<file path="config.mk">
export PLATFORM = sky130hd
export DESIGN_NAME = mem_bus_ctrl
export DESIGN_NICKNAME = d
export VERILOG_FILES = /design/src/memctl_pkg.sv /design/src/vector_rom.sv /design/src/pp_port.sv /design/src/mem_bus_ctrl.sv
export SDC_FILE = /design/constraint.sdc
export NUM_CORES = 1
export LEC_CHECK = 0
export ABC_AREA = 0
export BUFFER_PORTS_ARGS = -buffer_cell sky130_fd_sc_hd__buf_4
export CAP_MARGIN = 30
export CORE_MARGIN = 3
export CORE_UTILIZATION = 39
export DETAILED_ROUTE_END_ITERATION = 8
export PLACE_DENSITY_LB_ADDON = 0.25
export SLEW_MARGIN = 20
export SYNTH_ARGS = -nofsm -noshare
export SYNTH_HDL_FRONTEND = slang
export SYNTH_HIERARCHICAL = 1
export SYNTH_SLANG_ARGS = --single-unit
</file>
<file path="constraint.sdc">
create_clock -name ref_clk -period 3.63 [get_ports ref_clk]
set_input_delay 0.5445 -clock ref_clk [delete_from_list [all_inputs] [get_ports ref_clk]]
set_output_delay 0.5445 -clock ref_clk [all_outputs]
set_load 0.05 [all_outputs]
</file>
<file path="src/memctl_pkg.sv">
package memctl_pkg;

    localparam int ADDR_W = 16;
    localparam int DATA_W = 8;
    localparam int PP_AW  = 7;

    // memory bus map
    localparam logic [15:0] SRAM_LAST  = 16'h7fff;
    localparam logic [15:0] PP_BASE    = 16'h8000;
    localparam logic [15:0] PP_LAST    = 16'h807f;
    localparam logic [15:0] EXT_BASE   = 16'h8080;
    localparam logic [15:0] EXT_LAST   = 16'h80ff;
    localparam logic [15:0] ROM_BASE   = 16'hc000;
    localparam logic [15:0] VEC_LAST   = 16'h0002;

    // reset vector jump
    localparam logic [7:0]  JUMP_OPCODE    = 8'h02;
    localparam logic [15:0] BOOT_ENTRY     = 16'hc000;
    localparam logic [15:0] UNPROG_TARGET  = 16'h0000;
    localparam logic [15:0] ROM_CHECK_ADDR = 16'hc000;
    localparam logic [7:0]  ROM_ERASED     = 8'hff;

    // processor port addresses
    localparam logic [6:0]  PP_BOOT_SEL_ADDR = 7'h7e;
    localparam logic [6:0]  CORE_NATIVE_LO   = 7'h00;
    localparam logic [6:0]  CORE_NATIVE_HI   = 7'h1f;

    // serial-port register indices and reset values
    localparam logic [6:0]  HOST_PROG_IDX     = 7'h01;
    localparam logic [6:0]  HOST_READBACK_IDX = 7'h02;
    localparam logic [6:0]  HOST_BOOT_SEL_IDX = 7'h03;
    localparam logic        PROG_RST          = 1'b0;
    localparam logic        READBACK_RST      = 1'b0;
    localparam logic        BOOT_SEL_RST      = 1'b1;

    typedef enum logic [2:0] {
        TGT_SRAM = 3'b000,
        TGT_ROM  = 3'b001,
        TGT_PP   = 3'b010,
        TGT_EXT  = 3'b011,
        TGT_VEC  = 3'b100,
        TGT_NONE = 3'b101
    } target_t;

    typedef enum logic {
        ST_CHECK = 1'b0,
        ST_RUN   = 1'b1
    } check_state_t;

    function automatic target_t decode(input logic [15:0] addr,
                                       input logic        boot_sel,
                                       input logic        is_read);
        if (boot_sel && is_read && addr <= VEC_LAST)
            return TGT_VEC;
        else if (addr <= SRAM_LAST)
            return TGT_SRAM;
        else if (addr >= PP_BASE && addr <= PP_LAST)
            return TGT_PP;
        else if (addr >= EXT_BASE && addr <= EXT_LAST)
            return TGT_EXT;
        else if (addr >= ROM_BASE)
            return TGT_ROM;
        else
            return TGT_NONE;
    endfunction

    function automatic logic is_core_native(input logic [6:0] a);
        return (a >= CORE_NATIVE_LO) && (a <= CORE_NATIVE_HI);
    endfunction

endpackage

</file>
<file path="src/vector_rom.sv">
`timescale 1ns/1ps
module vector_rom (
    input  wire logic [1:0] idx,         // low address bits of vector fetch
    input  wire logic       unprog,      // bootloader rom found erased
    output logic      [7:0] data         // jump instruction byte
);
    logic [15:0] target;

    always_comb begin
        target = unprog ? memctl_pkg::UNPROG_TARGET : memctl_pkg::BOOT_ENTRY;
        case (idx)
            2'h0:    data = memctl_pkg::JUMP_OPCODE;
            2'h1:    data = target[15:8];
            2'h2:    data = target[7:0];
            default: data = 8'h00;
        endcase
    end
endmodule // vector_rom

</file>
<file path="src/pp_port.sv">
`timescale 1ns/1ps
module pp_port (
    input  wire logic       ref_clk,     // core clock
    input  wire logic       nrst,        // async reset, active low
    input  wire logic [6:0] sfr_addr,    // direct register address
    input  wire logic       sfr_rd,      // direct read strobe
    input  wire logic       sfr_wr,      // direct write strobe
    input  wire logic [7:0] sfr_wdata,   // direct write data
    output logic      [7:0] sfr_rdata,   // direct read data, one cycle later
    input  wire logic [6:0] mem_addr,    // memory-side address
    input  wire logic       mem_rd,      // memory-side read request
    input  wire logic       mem_wr,      // memory-side write request
    input  wire logic [7:0] mem_wdata,   // memory-side write data
    output logic            mem_gnt,     // memory side may complete now
    output logic      [7:0] mem_rdata,   // memory-side read data
    output logic      [6:0] pp_addr,     // processor port bus address
    output logic            pp_rd,       // processor port read
    output logic            pp_wr,       // processor port write
    output logic      [7:0] pp_wdata,    // processor port write data
    input  wire logic [7:0] pp_rdata     // processor port read data
);
    logic sfr_act;
    logic mem_native;

    assign sfr_act    = sfr_rd | sfr_wr;
    assign mem_native = memctl_pkg::is_core_native(mem_addr);
    // direct access has priority; memory side just waits a cycle
    assign mem_gnt    = ~sfr_act;
    assign pp_addr    = sfr_act ? sfr_addr : mem_addr;
    assign pp_wdata   = sfr_act ? sfr_wdata : mem_wdata;
    // core-native registers never see a memory-side access
    assign pp_rd      = sfr_rd | (~sfr_act & mem_rd & ~mem_native);
    assign pp_wr      = sfr_wr | (~sfr_act & mem_wr & ~mem_native);
    assign mem_rdata  = mem_native ? 8'h00 : pp_rdata;

    always_ff @(posedge ref_clk or negedge nrst) begin
        if (!nrst) begin
            sfr_rdata <= 8'h00;
        end else if (sfr_rd) begin
            sfr_rdata <= pp_rdata;
        end
    end
endmodule // pp_port

</file>
<file path="src/mem_bus_ctrl.sv">
`timescale 1ns/1ps
// Function
// - processor port: single-cycle, 8-bit, 7-bit addresses
// - processor port reachable directly and via memory
// - core-native registers answer direct access only
// - bus serves cpu and serial host port
// - host may read rom and sram
// - program mode: cpu reset, host owns bus
// - readback mode: cpu ack low, host accesses
// - no mode: cpu signals pass through
// - boot select redirects reads of first three addresses
// - boot select clear: vector from sram
// - erased boot rom: vector points to zero
// - boot select shared by both register views
// - 0x8000-0x807f goes to processor port
// - 0x8080-0x80ff goes to extended registers
module mem_bus_ctrl (
    input  wire logic        ref_clk,         // 10 mhz core clock
    input  wire logic        nrst,            // async reset, active low
    // cpu external memory port
    input  wire logic [15:0] cpu_mem_addr,    // cpu address
    input  wire logic        cpu_mem_rd,      // cpu read request, held to ack
    input  wire logic        cpu_mem_wr,      // cpu write request, held to ack
    input  wire logic [7:0]  cpu_mem_wdata,   // cpu write data
    output logic      [7:0]  cpu_mem_rdata,   // cpu read data
    output logic             cpu_mem_ack,     // cpu access done, one cycle
    output logic             cpu_rst_hold,    // keeps the cpu in reset
    // cpu direct register port
    input  wire logic [6:0]  sfr_addr,        // direct register address
    input  wire logic        sfr_rd,          // direct read strobe
    input  wire logic        sfr_wr,          // direct write strobe
    input  wire logic [7:0]  sfr_wdata,       // direct write data
    output logic      [7:0]  sfr_rdata,       // direct read data
    // host through serial slave port: registers
    input  wire logic [6:0]  host_reg_addr,   // serial register index
    input  wire logic        host_reg_wr,     // serial register write
    input  wire logic [7:0]  host_reg_wdata,  // serial register data
    output logic      [7:0]  host_reg_rdata,  // serial register read data
    // host through serial slave port: memory bus
    input  wire logic [15:0] host_mem_addr,   // host address
    input  wire logic        host_mem_rd,     // host read request, held to ack
    input  wire logic        host_mem_wr,     // host write request, held to ack
    input  wire logic [7:0]  host_mem_wdata,  // host write data
    output logic      [7:0]  host_mem_rdata,  // host read data
    output logic             host_mem_ack,    // host access done, one cycle
    output logic             host_owns_bus,   // host mode active
    // rom
    output logic      [15:0] rom_addr,        // rom address
    output logic             rom_rd,          // rom read strobe
    input  wire logic [7:0]  rom_rdata,       // rom data, same cycle
    // sram
    output logic      [15:0] sram_addr,       // sram address
    output logic             sram_rd,         // sram read strobe
    output logic             sram_wr,         // sram write strobe
    output logic      [7:0]  sram_wdata,      // sram write data
    input  wire logic [7:0]  sram_rdata,      // sram data, same cycle
    // processor port register bus
    output logic      [6:0]  pp_addr,         // register address
    output logic             pp_rd,           // register read strobe
    output logic             pp_wr,           // register write strobe
    output logic      [7:0]  pp_wdata,        // register write data
    input  wire logic [7:0]  pp_rdata,        // register data, same cycle
    // extended register space
    output logic      [6:0]  ext_addr,        // register address
    output logic             ext_rd,          // register read strobe
    output logic             ext_wr,          // register write strobe
    output logic      [7:0]  ext_wdata,       // register write data
    input  wire logic [7:0]  ext_rdata        // register data, same cycle
);
    memctl_pkg::check_state_t state_r;
    memctl_pkg::target_t      tgt;

    logic        prog_r;
    logic        readback_r;
    logic        boot_sel_r;
    logic        unprog_r;
    logic        owner_host;
    logic        checking;
    logic [15:0] m_addr;
    logic        m_rd;
    logic        m_wr;
    logic [7:0]  m_wdata;
    logic        m_ack_r;
    logic        m_req;
    logic        pp_gnt;
    logic        accept;
    logic [7:0]  vec_data;
    logic [7:0]  pp_mem_rdata;
    logic [7:0]  pp_rdata_mux;
    logic        pp_mem_rd;
    logic        pp_mem_wr;
    logic        boot_pp_wr;
    logic        boot_host_wr;
    logic [7:0]  rdata_nxt;
    logic [7:0]  rdata_r;
    logic        cpu_ack_r;
    logic        host_ack_r;
    logic [7:0]  host_reg_rdata_r;

    assign checking      = (state_r == memctl_pkg::ST_CHECK);
    // program mode takes precedence, readback alone only stalls
    assign owner_host    = prog_r | readback_r;
    assign host_owns_bus = owner_host;
    assign cpu_rst_hold  = prog_r | checking;

    // bus source select
    always_comb begin
        if (owner_host) begin
            m_addr  = host_mem_addr;
            m_rd    = host_mem_rd;
            m_wr    = host_mem_wr;
            m_wdata = host_mem_wdata;
            m_ack_r = host_ack_r;
        end else begin
            m_addr  = cpu_mem_addr;
            m_rd    = cpu_mem_rd;
            m_wr    = cpu_mem_wr;
            m_wdata = cpu_mem_wdata;
            m_ack_r = cpu_ack_r;
        end
    end

    // a held request is not taken again in its own ack cycle
    assign m_req = (m_rd | m_wr) & ~m_ack_r & ~checking;
    assign tgt   = memctl_pkg::decode(m_addr, boot_sel_r, m_rd);
    assign accept = m_req & ((tgt != memctl_pkg::TGT_PP) | pp_gnt);

    // rom: power-on check read, otherwise bus reads
    always_comb begin
        if (checking) begin
            rom_addr = memctl_pkg::ROM_CHECK_ADDR;
            rom_rd   = 1'b1;
        end else begin
            rom_addr = m_addr;
            rom_rd   = accept & m_rd & (tgt == memctl_pkg::TGT_ROM);
        end
    end

    assign sram_addr  = m_addr;
    assign sram_wdata = m_wdata;
    // vector fetch with boot select clear falls through to sram
    assign sram_rd    = accept & m_rd & (tgt == memctl_pkg::TGT_SRAM);
    assign sram_wr    = accept & m_wr & (tgt == memctl_pkg::TGT_SRAM);

    assign ext_addr   = m_addr[6:0];
    assign ext_wdata  = m_wdata;
    assign ext_rd     = accept & m_rd & (tgt == memctl_pkg::TGT_EXT);
    assign ext_wr     = accept & m_wr & (tgt == memctl_pkg::TGT_EXT);

    assign pp_mem_rd  = m_req & m_rd & (tgt == memctl_pkg::TGT_PP);
    assign pp_mem_wr  = m_req & m_wr & (tgt == memctl_pkg::TGT_PP);

    // boot select lives on the processor port as well
    assign pp_rdata_mux = (pp_addr == memctl_pkg::PP_BOOT_SEL_ADDR) ?
                          {7'h00, boot_sel_r} : pp_rdata;
    assign boot_pp_wr   = pp_wr & (pp_addr == memctl_pkg::PP_BOOT_SEL_ADDR);
    assign boot_host_wr = host_reg_wr & (host_reg_addr == memctl_pkg::HOST_BOOT_SEL_IDX);

    pp_port u_pp_port (
        .ref_clk   (ref_clk),
        .nrst      (nrst),
        .sfr_addr  (sfr_addr),
        .sfr_rd    (sfr_rd),
        .sfr_wr    (sfr_wr),
        .sfr_wdata (sfr_wdata),
        .sfr_rdata (sfr_rdata),
        .mem_addr  (m_addr[6:0]),
        .mem_rd    (pp_mem_rd),
        .mem_wr    (pp_mem_wr),
        .mem_wdata (m_wdata),
        .mem_gnt   (pp_gnt),
        .mem_rdata (pp_mem_rdata),
        .pp_addr   (pp_addr),
        .pp_rd     (pp_rd),
        .pp_wr     (pp_wr),
        .pp_wdata  (pp_wdata),
        .pp_rdata  (pp_rdata_mux)
    );

    vector_rom u_vector_rom (
        .idx    (m_addr[1:0]),
        .unprog (unprog_r),
        .data   (vec_data)
    );

    always_comb begin
        case (tgt)
            memctl_pkg::TGT_SRAM: rdata_nxt = sram_rdata;
            memctl_pkg::TGT_ROM:  rdata_nxt = rom_rdata;
            memctl_pkg::TGT_PP:   rdata_nxt = pp_mem_rdata;
            memctl_pkg::TGT_EXT:  rdata_nxt = ext_rdata;
            memctl_pkg::TGT_VEC:  rdata_nxt = vec_data;
            default:              rdata_nxt = 8'h00;
        endcase
    end

    // power-on check of the bootloader rom, one read
    always_ff @(posedge ref_clk or negedge nrst) begin
        if (!nrst) begin
            state_r  <= memctl_pkg::ST_CHECK;
            unprog_r <= 1'b0;
        end else begin
            case (state_r)
                memctl_pkg::ST_CHECK: begin
                    unprog_r <= (rom_rdata == memctl_pkg::ROM_ERASED);
                    state_r  <= memctl_pkg::ST_RUN;
                end
                memctl_pkg::ST_RUN: begin
                    state_r  <= memctl_pkg::ST_RUN;
                end
                default: begin
                    state_r  <= memctl_pkg::ST_CHECK;
                end
            endcase
        end
    end

    // access completion; cpu sees no ack while the host owns the bus
    always_ff @(posedge ref_clk or negedge nrst) begin
        if (!nrst) begin
            cpu_ack_r  <= 1'b0;
            host_ack_r <= 1'b0;
            rdata_r    <= 8'h00;
        end else begin
            cpu_ack_r  <= accept & ~owner_host;
            host_ack_r <= accept & owner_host;
            if (accept && m_rd) begin
                rdata_r <= rdata_nxt;
            end
        end
    end

    // a mode set in the ack cycle still stalls; the cpu retries that access
    assign cpu_mem_ack    = cpu_ack_r & ~owner_host;
    assign host_mem_ack   = host_ack_r;
    assign cpu_mem_rdata  = rdata_r;
    assign host_mem_rdata = rdata_r;

    // mode bits written by the host over the serial port
    always_ff @(posedge ref_clk or negedge nrst) begin
        if (!nrst) begin
            prog_r     <= memctl_pkg::PROG_RST;
            readback_r <= memctl_pkg::READBACK_RST;
        end else if (host_reg_wr) begin
            if (host_reg_addr == memctl_pkg::HOST_PROG_IDX) begin
                prog_r <= host_reg_wdata[0];
            end
            if (host_reg_addr == memctl_pkg::HOST_READBACK_IDX) begin
                readback_r <= host_reg_wdata[0];
            end
        end
    end

    // host write wins a same-cycle collision with the processor port
    always_ff @(posedge ref_clk or negedge nrst) begin
        if (!nrst) begin
            boot_sel_r <= memctl_pkg::BOOT_SEL_RST;
        end else if (boot_host_wr) begin
            boot_sel_r <= host_reg_wdata[0];
        end else if (boot_pp_wr) begin
            boot_sel_r <= pp_wdata[0];
        end
    end

    always_ff @(posedge ref_clk or negedge nrst) begin
        if (!nrst) begin
            host_reg_rdata_r <= 8'h00;
        end else begin
            case (host_reg_addr)
                memctl_pkg::HOST_PROG_IDX:     host_reg_rdata_r <= {7'h00, prog_r};
                memctl_pkg::HOST_READBACK_IDX: host_reg_rdata_r <= {7'h00, readback_r};
                memctl_pkg::HOST_BOOT_SEL_IDX: host_reg_rdata_r <= {7'h00, boot_sel_r};
                default:                       host_reg_rdata_r <= 8'h00;
            endcase
        end
    end

    assign host_reg_rdata = host_reg_rdata_r;
endmodule // mem_bus_ctrl

</file>
After elaboration in Yosys (flattened, before gate mapping)
Index checks and enable logic that the tools add are counted.
{"block": "word_totals", "regBits": 31, "inputBits": 119, "output_inout_bits": 113, "word_cells": 99}
{"block": "op_classes", "eq_ne": 12, "n_bitwise": 35, "order_cmp": 9, "reduce_logical": 11, "muxes": 22}
{"operator": "16-bit greater-or-equal comparator (second input constant)", "n": 3}
{"operator": "16-bit 2-to-1 mux", "n": 3}
{"operator": "8-bit one-hot mux with 5 select lines", "n": 1}
{"operator": "16-bit less-or-equal comparator (second input constant)", "n": 2}
{"operator": "8-bit 2-to-1 mux", "n": 4}
{"operator": "8-bit one-hot mux with 3 select lines", "n": 1}
{"operator": "1-bit AND", "n": 23}
{"operator": "16-bit by 15-bit less-or-equal comparator with 1-bit output (second input constant)", "n": 1}
{"operator": "16-bit by 2-bit less-or-equal comparator with 1-bit output (second input constant)", "n": 1}
{"operator": "3-bit 2-to-1 mux", "n": 5}
{"operator": "7-bit by 2-bit == test with 1-bit output (second input constant)", "n": 2}
{"operator": "8-bit == test (second input constant)", "n": 1}
{"operator": "7-bit by 1-bit == test with 1-bit output (second input constant)", "n": 1}
{"operator": "7-bit == test (second input constant)", "n": 1}
{"operator": "7-bit by 1-bit greater-or-equal comparator with 1-bit output (second input constant)", "n": 1}
{"operator": "7-bit by 5-bit less-or-equal comparator with 1-bit output (second input constant)", "n": 1}
{"operator": "7-bit 2-to-1 mux", "n": 1}
{"operator": "1-bit OR", "n": 7}
{"operator": "3-bit by 2-bit == test with 1-bit output (second input constant)", "n": 2}
{"operator": "1-bit logical AND", "n": 6}
{"operator": "1-bit 2-to-1 mux", "n": 6}
{"operator": "1-bit NOT", "n": 5}
{"operator": "2-bit AND reduction", "n": 2}
{"operator": "3-bit by 1-bit == test with 1-bit output (second input constant)", "n": 1}
{"operator": "other kinds (8)", "n": 8}

Longest topological paths before layout
{"block": "logic_depth", "ltp_word": 16, "mapped_depth": 15, "mapped_depth_nobuf": 12}

Cells and area by module
The synthesis kept the hierarchy.
{"module": "mem_bus_ctrl", "seq_area_each_um2": 401.6, "area_each_um2": 2030.7, "n_inst": 1, "cells_each": 291}
{"module": "pp_port", "seq_area_each_um2": 200.2, "area_each_um2": 611.8, "n_inst": 1, "cells_each": 47}
{"module": "vector_rom", "seq_area_each_um2": 0.0, "area_each_um2": 65.1, "n_inst": 1, "cells_each": 9}

Worst setup path after synthesis
Ideal clock, no wire load.
{"block": "synth_path", "path_kind": "reg2reg", "startpoint": "reg prog_r", "endpoint": "reg rdata_r[0] (netlist: cpu_mem_rdata[0])", "setup_time_ps": 144, "synth_period_minus_slack_ps": 3783, "stages_incl_launch_ff": 15, "n_path_buf": 3, "arrival_time_ps": 3640, "slack_ps": -153, "path_cell_list": "dfrtp_1 -> buf_6 -> nor2_4 -> clkbuf_1 -> clkbuf_1 -> nand2_1 -> nand2_1 -> mux2_2 -> nand3b_1 -> nor2_1 -> mux2_2 -> nor2b_1 -> a22o_1 -> a222oi_1 -> o221ai_1"}
{"item": "start: declaration", "line": "mem_bus_ctrl.sv:73", "rtl": "logic prog_r;"}
{"item": "start signal: assignment", "line": "mem_bus_ctrl.sv:242", "rtl": "prog_r <= memctl_pkg::PROG_RST;"}
{"item": "start signal: assignment", "line": "mem_bus_ctrl.sv:246", "rtl": "prog_r <= host_reg_wdata[0];"}
{"item": "1-bit OR", "line": "mem_bus_ctrl.sv:102", "rtl": "assign owner_host = prog_r | readback_r;"}
{"item": "16-bit 2-to-1 mux", "line": "mem_bus_ctrl.sv:108", "rtl": "if (owner_host) begin"}
{"item": "net ext_addr[1]", "line": "mem_bus_ctrl.sv:64", "rtl": "output logic [6:0] ext_addr,"}
{"item": "7-bit 2-to-1 mux", "line": "pp_port.sv:29", "rtl": "assign pp_addr = sfr_act ? sfr_addr : mem_addr;"}
{"item": "net pp_addr[1]", "line": "mem_bus_ctrl.sv:58", "rtl": "output logic [6:0] pp_addr,"}
{"item": "7-bit == test", "line": "mem_bus_ctrl.sv:154", "rtl": "assign pp_rdata_mux = (pp_addr == memctl_pkg::PP_BOOT_SEL_ADDR) ?"}
{"item": "8-bit 2-to-1 mux", "line": "mem_bus_ctrl.sv:154"}
{"item": "net pp_rdata_mux[0]", "line": "mem_bus_ctrl.sv:89", "rtl": "logic [7:0] pp_rdata_mux;"}
{"item": "8-bit 2-to-1 mux", "line": "pp_port.sv:34", "rtl": "assign mem_rdata = mem_native ? 8'h00 : pp_rdata;"}
{"item": "net pp_mem_rdata[0]", "line": "mem_bus_ctrl.sv:88", "rtl": "logic [7:0] pp_mem_rdata;"}
{"item": "8-bit one-hot mux with 5 select lines", "line": "mem_bus_ctrl.sv:187", "rtl": "case (tgt)"}
{"item": "end signal: assignment", "line": "mem_bus_ctrl.sv:228", "rtl": "rdata_r <= rdata_nxt;"}
{"item": "end: declaration", "line": "mem_bus_ctrl.sv:95", "rtl": "logic [7:0] rdata_r;"}
The timed path passes the listed nets, and every way through them passes these cells.
A chain may end at the register's enable or synchronous reset.

Worst setup path in the final report
{"block": "layout_path", "startpoint": "reg prog_r", "endpoint": "out pp_wr"}
{"block": "layout_between", "elab_chain_cells": 13}
{"item": "1-bit OR (*)", "line": "mem_bus_ctrl.sv:102"}
{"item": "16-bit 2-to-1 mux", "line": "mem_bus_ctrl.sv:108"}
{"item": "16-bit greater-or-equal comparator (tied with other cells)", "line": "memctl_pkg.sv:61", "rtl": "else if (addr >= ROM_BASE)"}
{"item": "3-bit 2-to-1 mux / 1-bit logical AND (equally long branches)", "line": "memctl_pkg.sv:61, memctl_pkg.sv:59"}
{"item": "3-bit 2-to-1 mux", "line": "memctl_pkg.sv:59", "rtl": "else if (addr >= EXT_BASE && addr <= EXT_LAST)"}
{"item": "3-bit 2-to-1 mux", "line": "memctl_pkg.sv:57", "rtl": "else if (addr >= PP_BASE && addr <= PP_LAST)"}
{"item": "3-bit 2-to-1 mux", "line": "memctl_pkg.sv:55", "rtl": "else if (addr <= SRAM_LAST)"}
{"item": "3-bit 2-to-1 mux", "line": "memctl_pkg.sv:53", "rtl": "if (boot_sel && is_read && addr <= VEC_LAST)"}
{"item": "3-bit by 2-bit == test with 1-bit output", "line": "mem_bus_ctrl.sv:151", "rtl": "assign pp_mem_wr = m_req & m_wr & (tgt == memctl_pkg::TGT_PP);"}
{"item": "1-bit AND (*)", "line": "mem_bus_ctrl.sv:151"}
{"item": "net pp_mem_wr", "line": "mem_bus_ctrl.sv:91", "rtl": "logic pp_mem_wr;"}
{"item": "1-bit AND (*) (2 in series)", "line": "pp_port.sv:33", "rtl": "assign pp_wr = sfr_wr | (~sfr_act & mem_wr & ~mem_native);"}
{"item": "1-bit OR (*)", "line": "pp_port.sv:33"}
{"item": "end: declaration", "line": "mem_bus_ctrl.sv:60", "rtl": "output logic pp_wr,"}
The timed path passes the listed nets; every way through them passes the cells marked *.

==> results.md <==
- Row count: 29
- Final hold slack: 0.170 ns
- FF+latch count, synth: 24
- Most numerous cell in the Yosys netlist: nand2_1
- Maximum VDD drop: 0.354 mV
- Drt drc: 0
- Crit path DAT: 2.64 ns
- Post-CTS Setup Bufs: 0
- Die Span Y: 89.3 µm
- Via Count: 3169
- Pin count of the biggest net entering global routing: 30
- Synth cell types: 51
- Critical R2R Launch: prog_r$_DFFE_PN0P_
- Reg area: 602 µm²
- Clock skew: 0.00432 ns
- Post-route worst setup slack: 0.446 ns
- PortBufs: 217
- First-pass GRT wire length: 15000 µm
- Grt total ovfl: 0
- Area leader, netlist: dfrtp_1
- CP most frequent cell: buf_4
- Synth area leaders: dfrtp_1, nand2_1, buf_4
- Relative slew margins: 52.5%
- Period minus WS final: 3.18 ns
- Die Wd: 89.3 µm
- Fin crit share: 87.7%
- Setup violations, final: 0
- Post-route ant nets: 0
- Worst-margin pin slew: 0.713 ns
- Overall routing resource usage: 24.3%
- Max-slew violation count: 0
- Min-delay worst type: in -> async
- Core area: 6530 µm²
- Critical Path Start Type: flop
- Crit path max-delay family: buffers and inverters
- Synth Cell Area: 2710 µm²
- Initial antenna violation count: 0
- Clk buf depth: 2
- CP startpoint: prog_r$_DFFE_PN0P_
- Starting Density: 41.5%
- Max-cap violation count: 0
- WL/cell: 16.8 µm
- RSZ-0062 raised after global routing: false
- Crit path buffers/inverters: 3
- CP max-delay cell: a32o_1
- H-tree depth: 1
- # nets final: 654
- R2r setup slk: 0.56 ns
- I/O pin count: 232
- Power per cell area: 436 nW/µm²
- CP Max Fanout: 22
- Leak: 2.23 nW
- Post-Syn Instances: 347
- Clk sink count: 24
- Root Buffer: clkbuf_8
- Die ar.: 7980 µm²
- CTS Buf Count: 3
- Initial DRC count: 151
- CTS clock-pin slew for the worst setup and hold paths: 0.09 ns
- Crit-path cells: nor2_4 -> inv_2 -> buf_4 -> a32o_1 -> nand2_1 -> nor3b_1 -> nand2b_1 -> o21bai_1 -> buf_4
- Multi-input gate area: 1710 µm²
- Max stage delay on crit path: 0.44 ns
- Hold Fails Final Rpt: 0
- Initial DRT Pass Iterations: 4
- Async SR Flop Fraction: 100%
- Status: finished, final reports clean
- N_diodes: 0
- Area after DPL: 4170 µm²
- Vias per std cell: 5.19
- Setup_tns: 0 ns
- Worst skew pair latency: 0.27 ns
- GPL Wtd Cong: 0.861
- Layout fillers: 581
- CP Class: reg -> out
- P&R area growth vs syn: 56.5%
- CTS Hold Bufs: 0
- Post-synth EDFFs: 0
- Worst Path Required: 3.09 ns
- Synth Flop Type: dfrtp_1
- Top cells by count, synth: nand2_1, buf_4, dfrtp_1, mux2_2, and2_1
- Sequential share of the synthesized area: 22.2%
- Layout cell share with drive strength beyond 1: 51.5%
- # resized after CTS: 0
- Post-layout instance area: 4240 µm²
- Pre-CTS WS: 0.577 ns
- Synth top area share: 21.3%
- F_max: 314 MHz
- YS warnings: 6
- Number of global-route vias before repair: 3001
- Syn_area_per_cell: 7.80 µm²
- Setup crit end kind: primary output
- CTS tree: done
- Routed WL: 10300 µm
- Hpwl dp: 8430 µm
-- cells in the final DEF (no fill, tap or decap), types with 5 or more instances in the layout --
cell type,Yosys,routed
buf_4,36,226
and2_1,17,17
dfrtp_1,23,23
nand4_1,6,6
o21ai_0,12,12
and3_1,6,6
conb_1,3,13
a22o_1,6,6
nor2_1,11,11
a222oi_1,6,6
mux2_2,20,20
nor2b_1,15,15
o221ai_1,6,6
inv_1,13,13
nand2_1,81,76
mux2_4,9,9
nand2_2,0,5
-- final cells by class --
cell class / count / area share (%)
Clock buffer: 3 / 0.974
Clock inverter: 1 / 0.709
Inverter: 14 / 1.24
Multi-Input combinational cell: 265 / 40.4
Sequential cell: 24 / 14.2
Tap cell: 77 / 2.27
Timing Repair Buffer: 227 / 40.2
-- report_power, final --
part / total [W] / switching, W / internal (W)
clock: 0.000236 / 0.0000889 / 0.000147
sequential: 0.000342 / 0.0000332 / 0.000308
combinational: 0.00127 / 0.000864 / 0.000404
-- layer usage --
layer  global-route usage [%]  vias up  wire length [µm]
met5                        0        -                 0
met4                     5.01        0               121
met3                     5.71       12               886
met2                     42.0      166              5120
met1                     30.8     1457              4170
li1                         -     1534                 -
-- state kept, by name, indices dropped and copies added (netlist names) --
name and count:
cpu_mem_rdata 8, readback_r 1, state_r 1, cpu_ack_r 1, boot_sel_r 1, host_reg_rdata 1
unprog_r 1, prog_r 1, host_mem_ack 1, u_pp_port/sfr_rdata 8
-- final timing paths --
kind,end,cells after the start
worst max-delay path,pp_wr,9
worst min register to register,u_pp_port/sfr_rdata[6]$_DFFE_PN0P_,1
min in group ref_clk,host_reg_rdata[0]$_DFF_PN0_,2
worst max register to register,cpu_mem_rdata[0]$_DFFE_PN0N_,13
max in group asynchronous,boot_sel_r$_DFFE_PN1P_,1
worst min-delay path,host_mem_ack$_DFF_PN0_,1
-- logic make-up after synthesis --
group / Yosys count / share of synthesized area (%)
simple gates: 166 / 31.0
buf+inv: 68 / 16.3
compound gates: 55 / 16.0
mux: 31 / 14.0
flops: 24 / 22.2
other cells: 3 / 0.416
-- stage by stage --
stage / std cells / power [W] / util, %
floorplan: 357 / 0.00129 / -
global placement: 606 / 0.00160 / 63.7
detailed placement: 607 / 0.00162 / 63.8
CTS: 611 / 0.00185 / 64.9
global route: 611 / 0.00192 / 64.9
finish: 611 / 0.00185 / 64.9
Power figures use the tool's default switching activity.
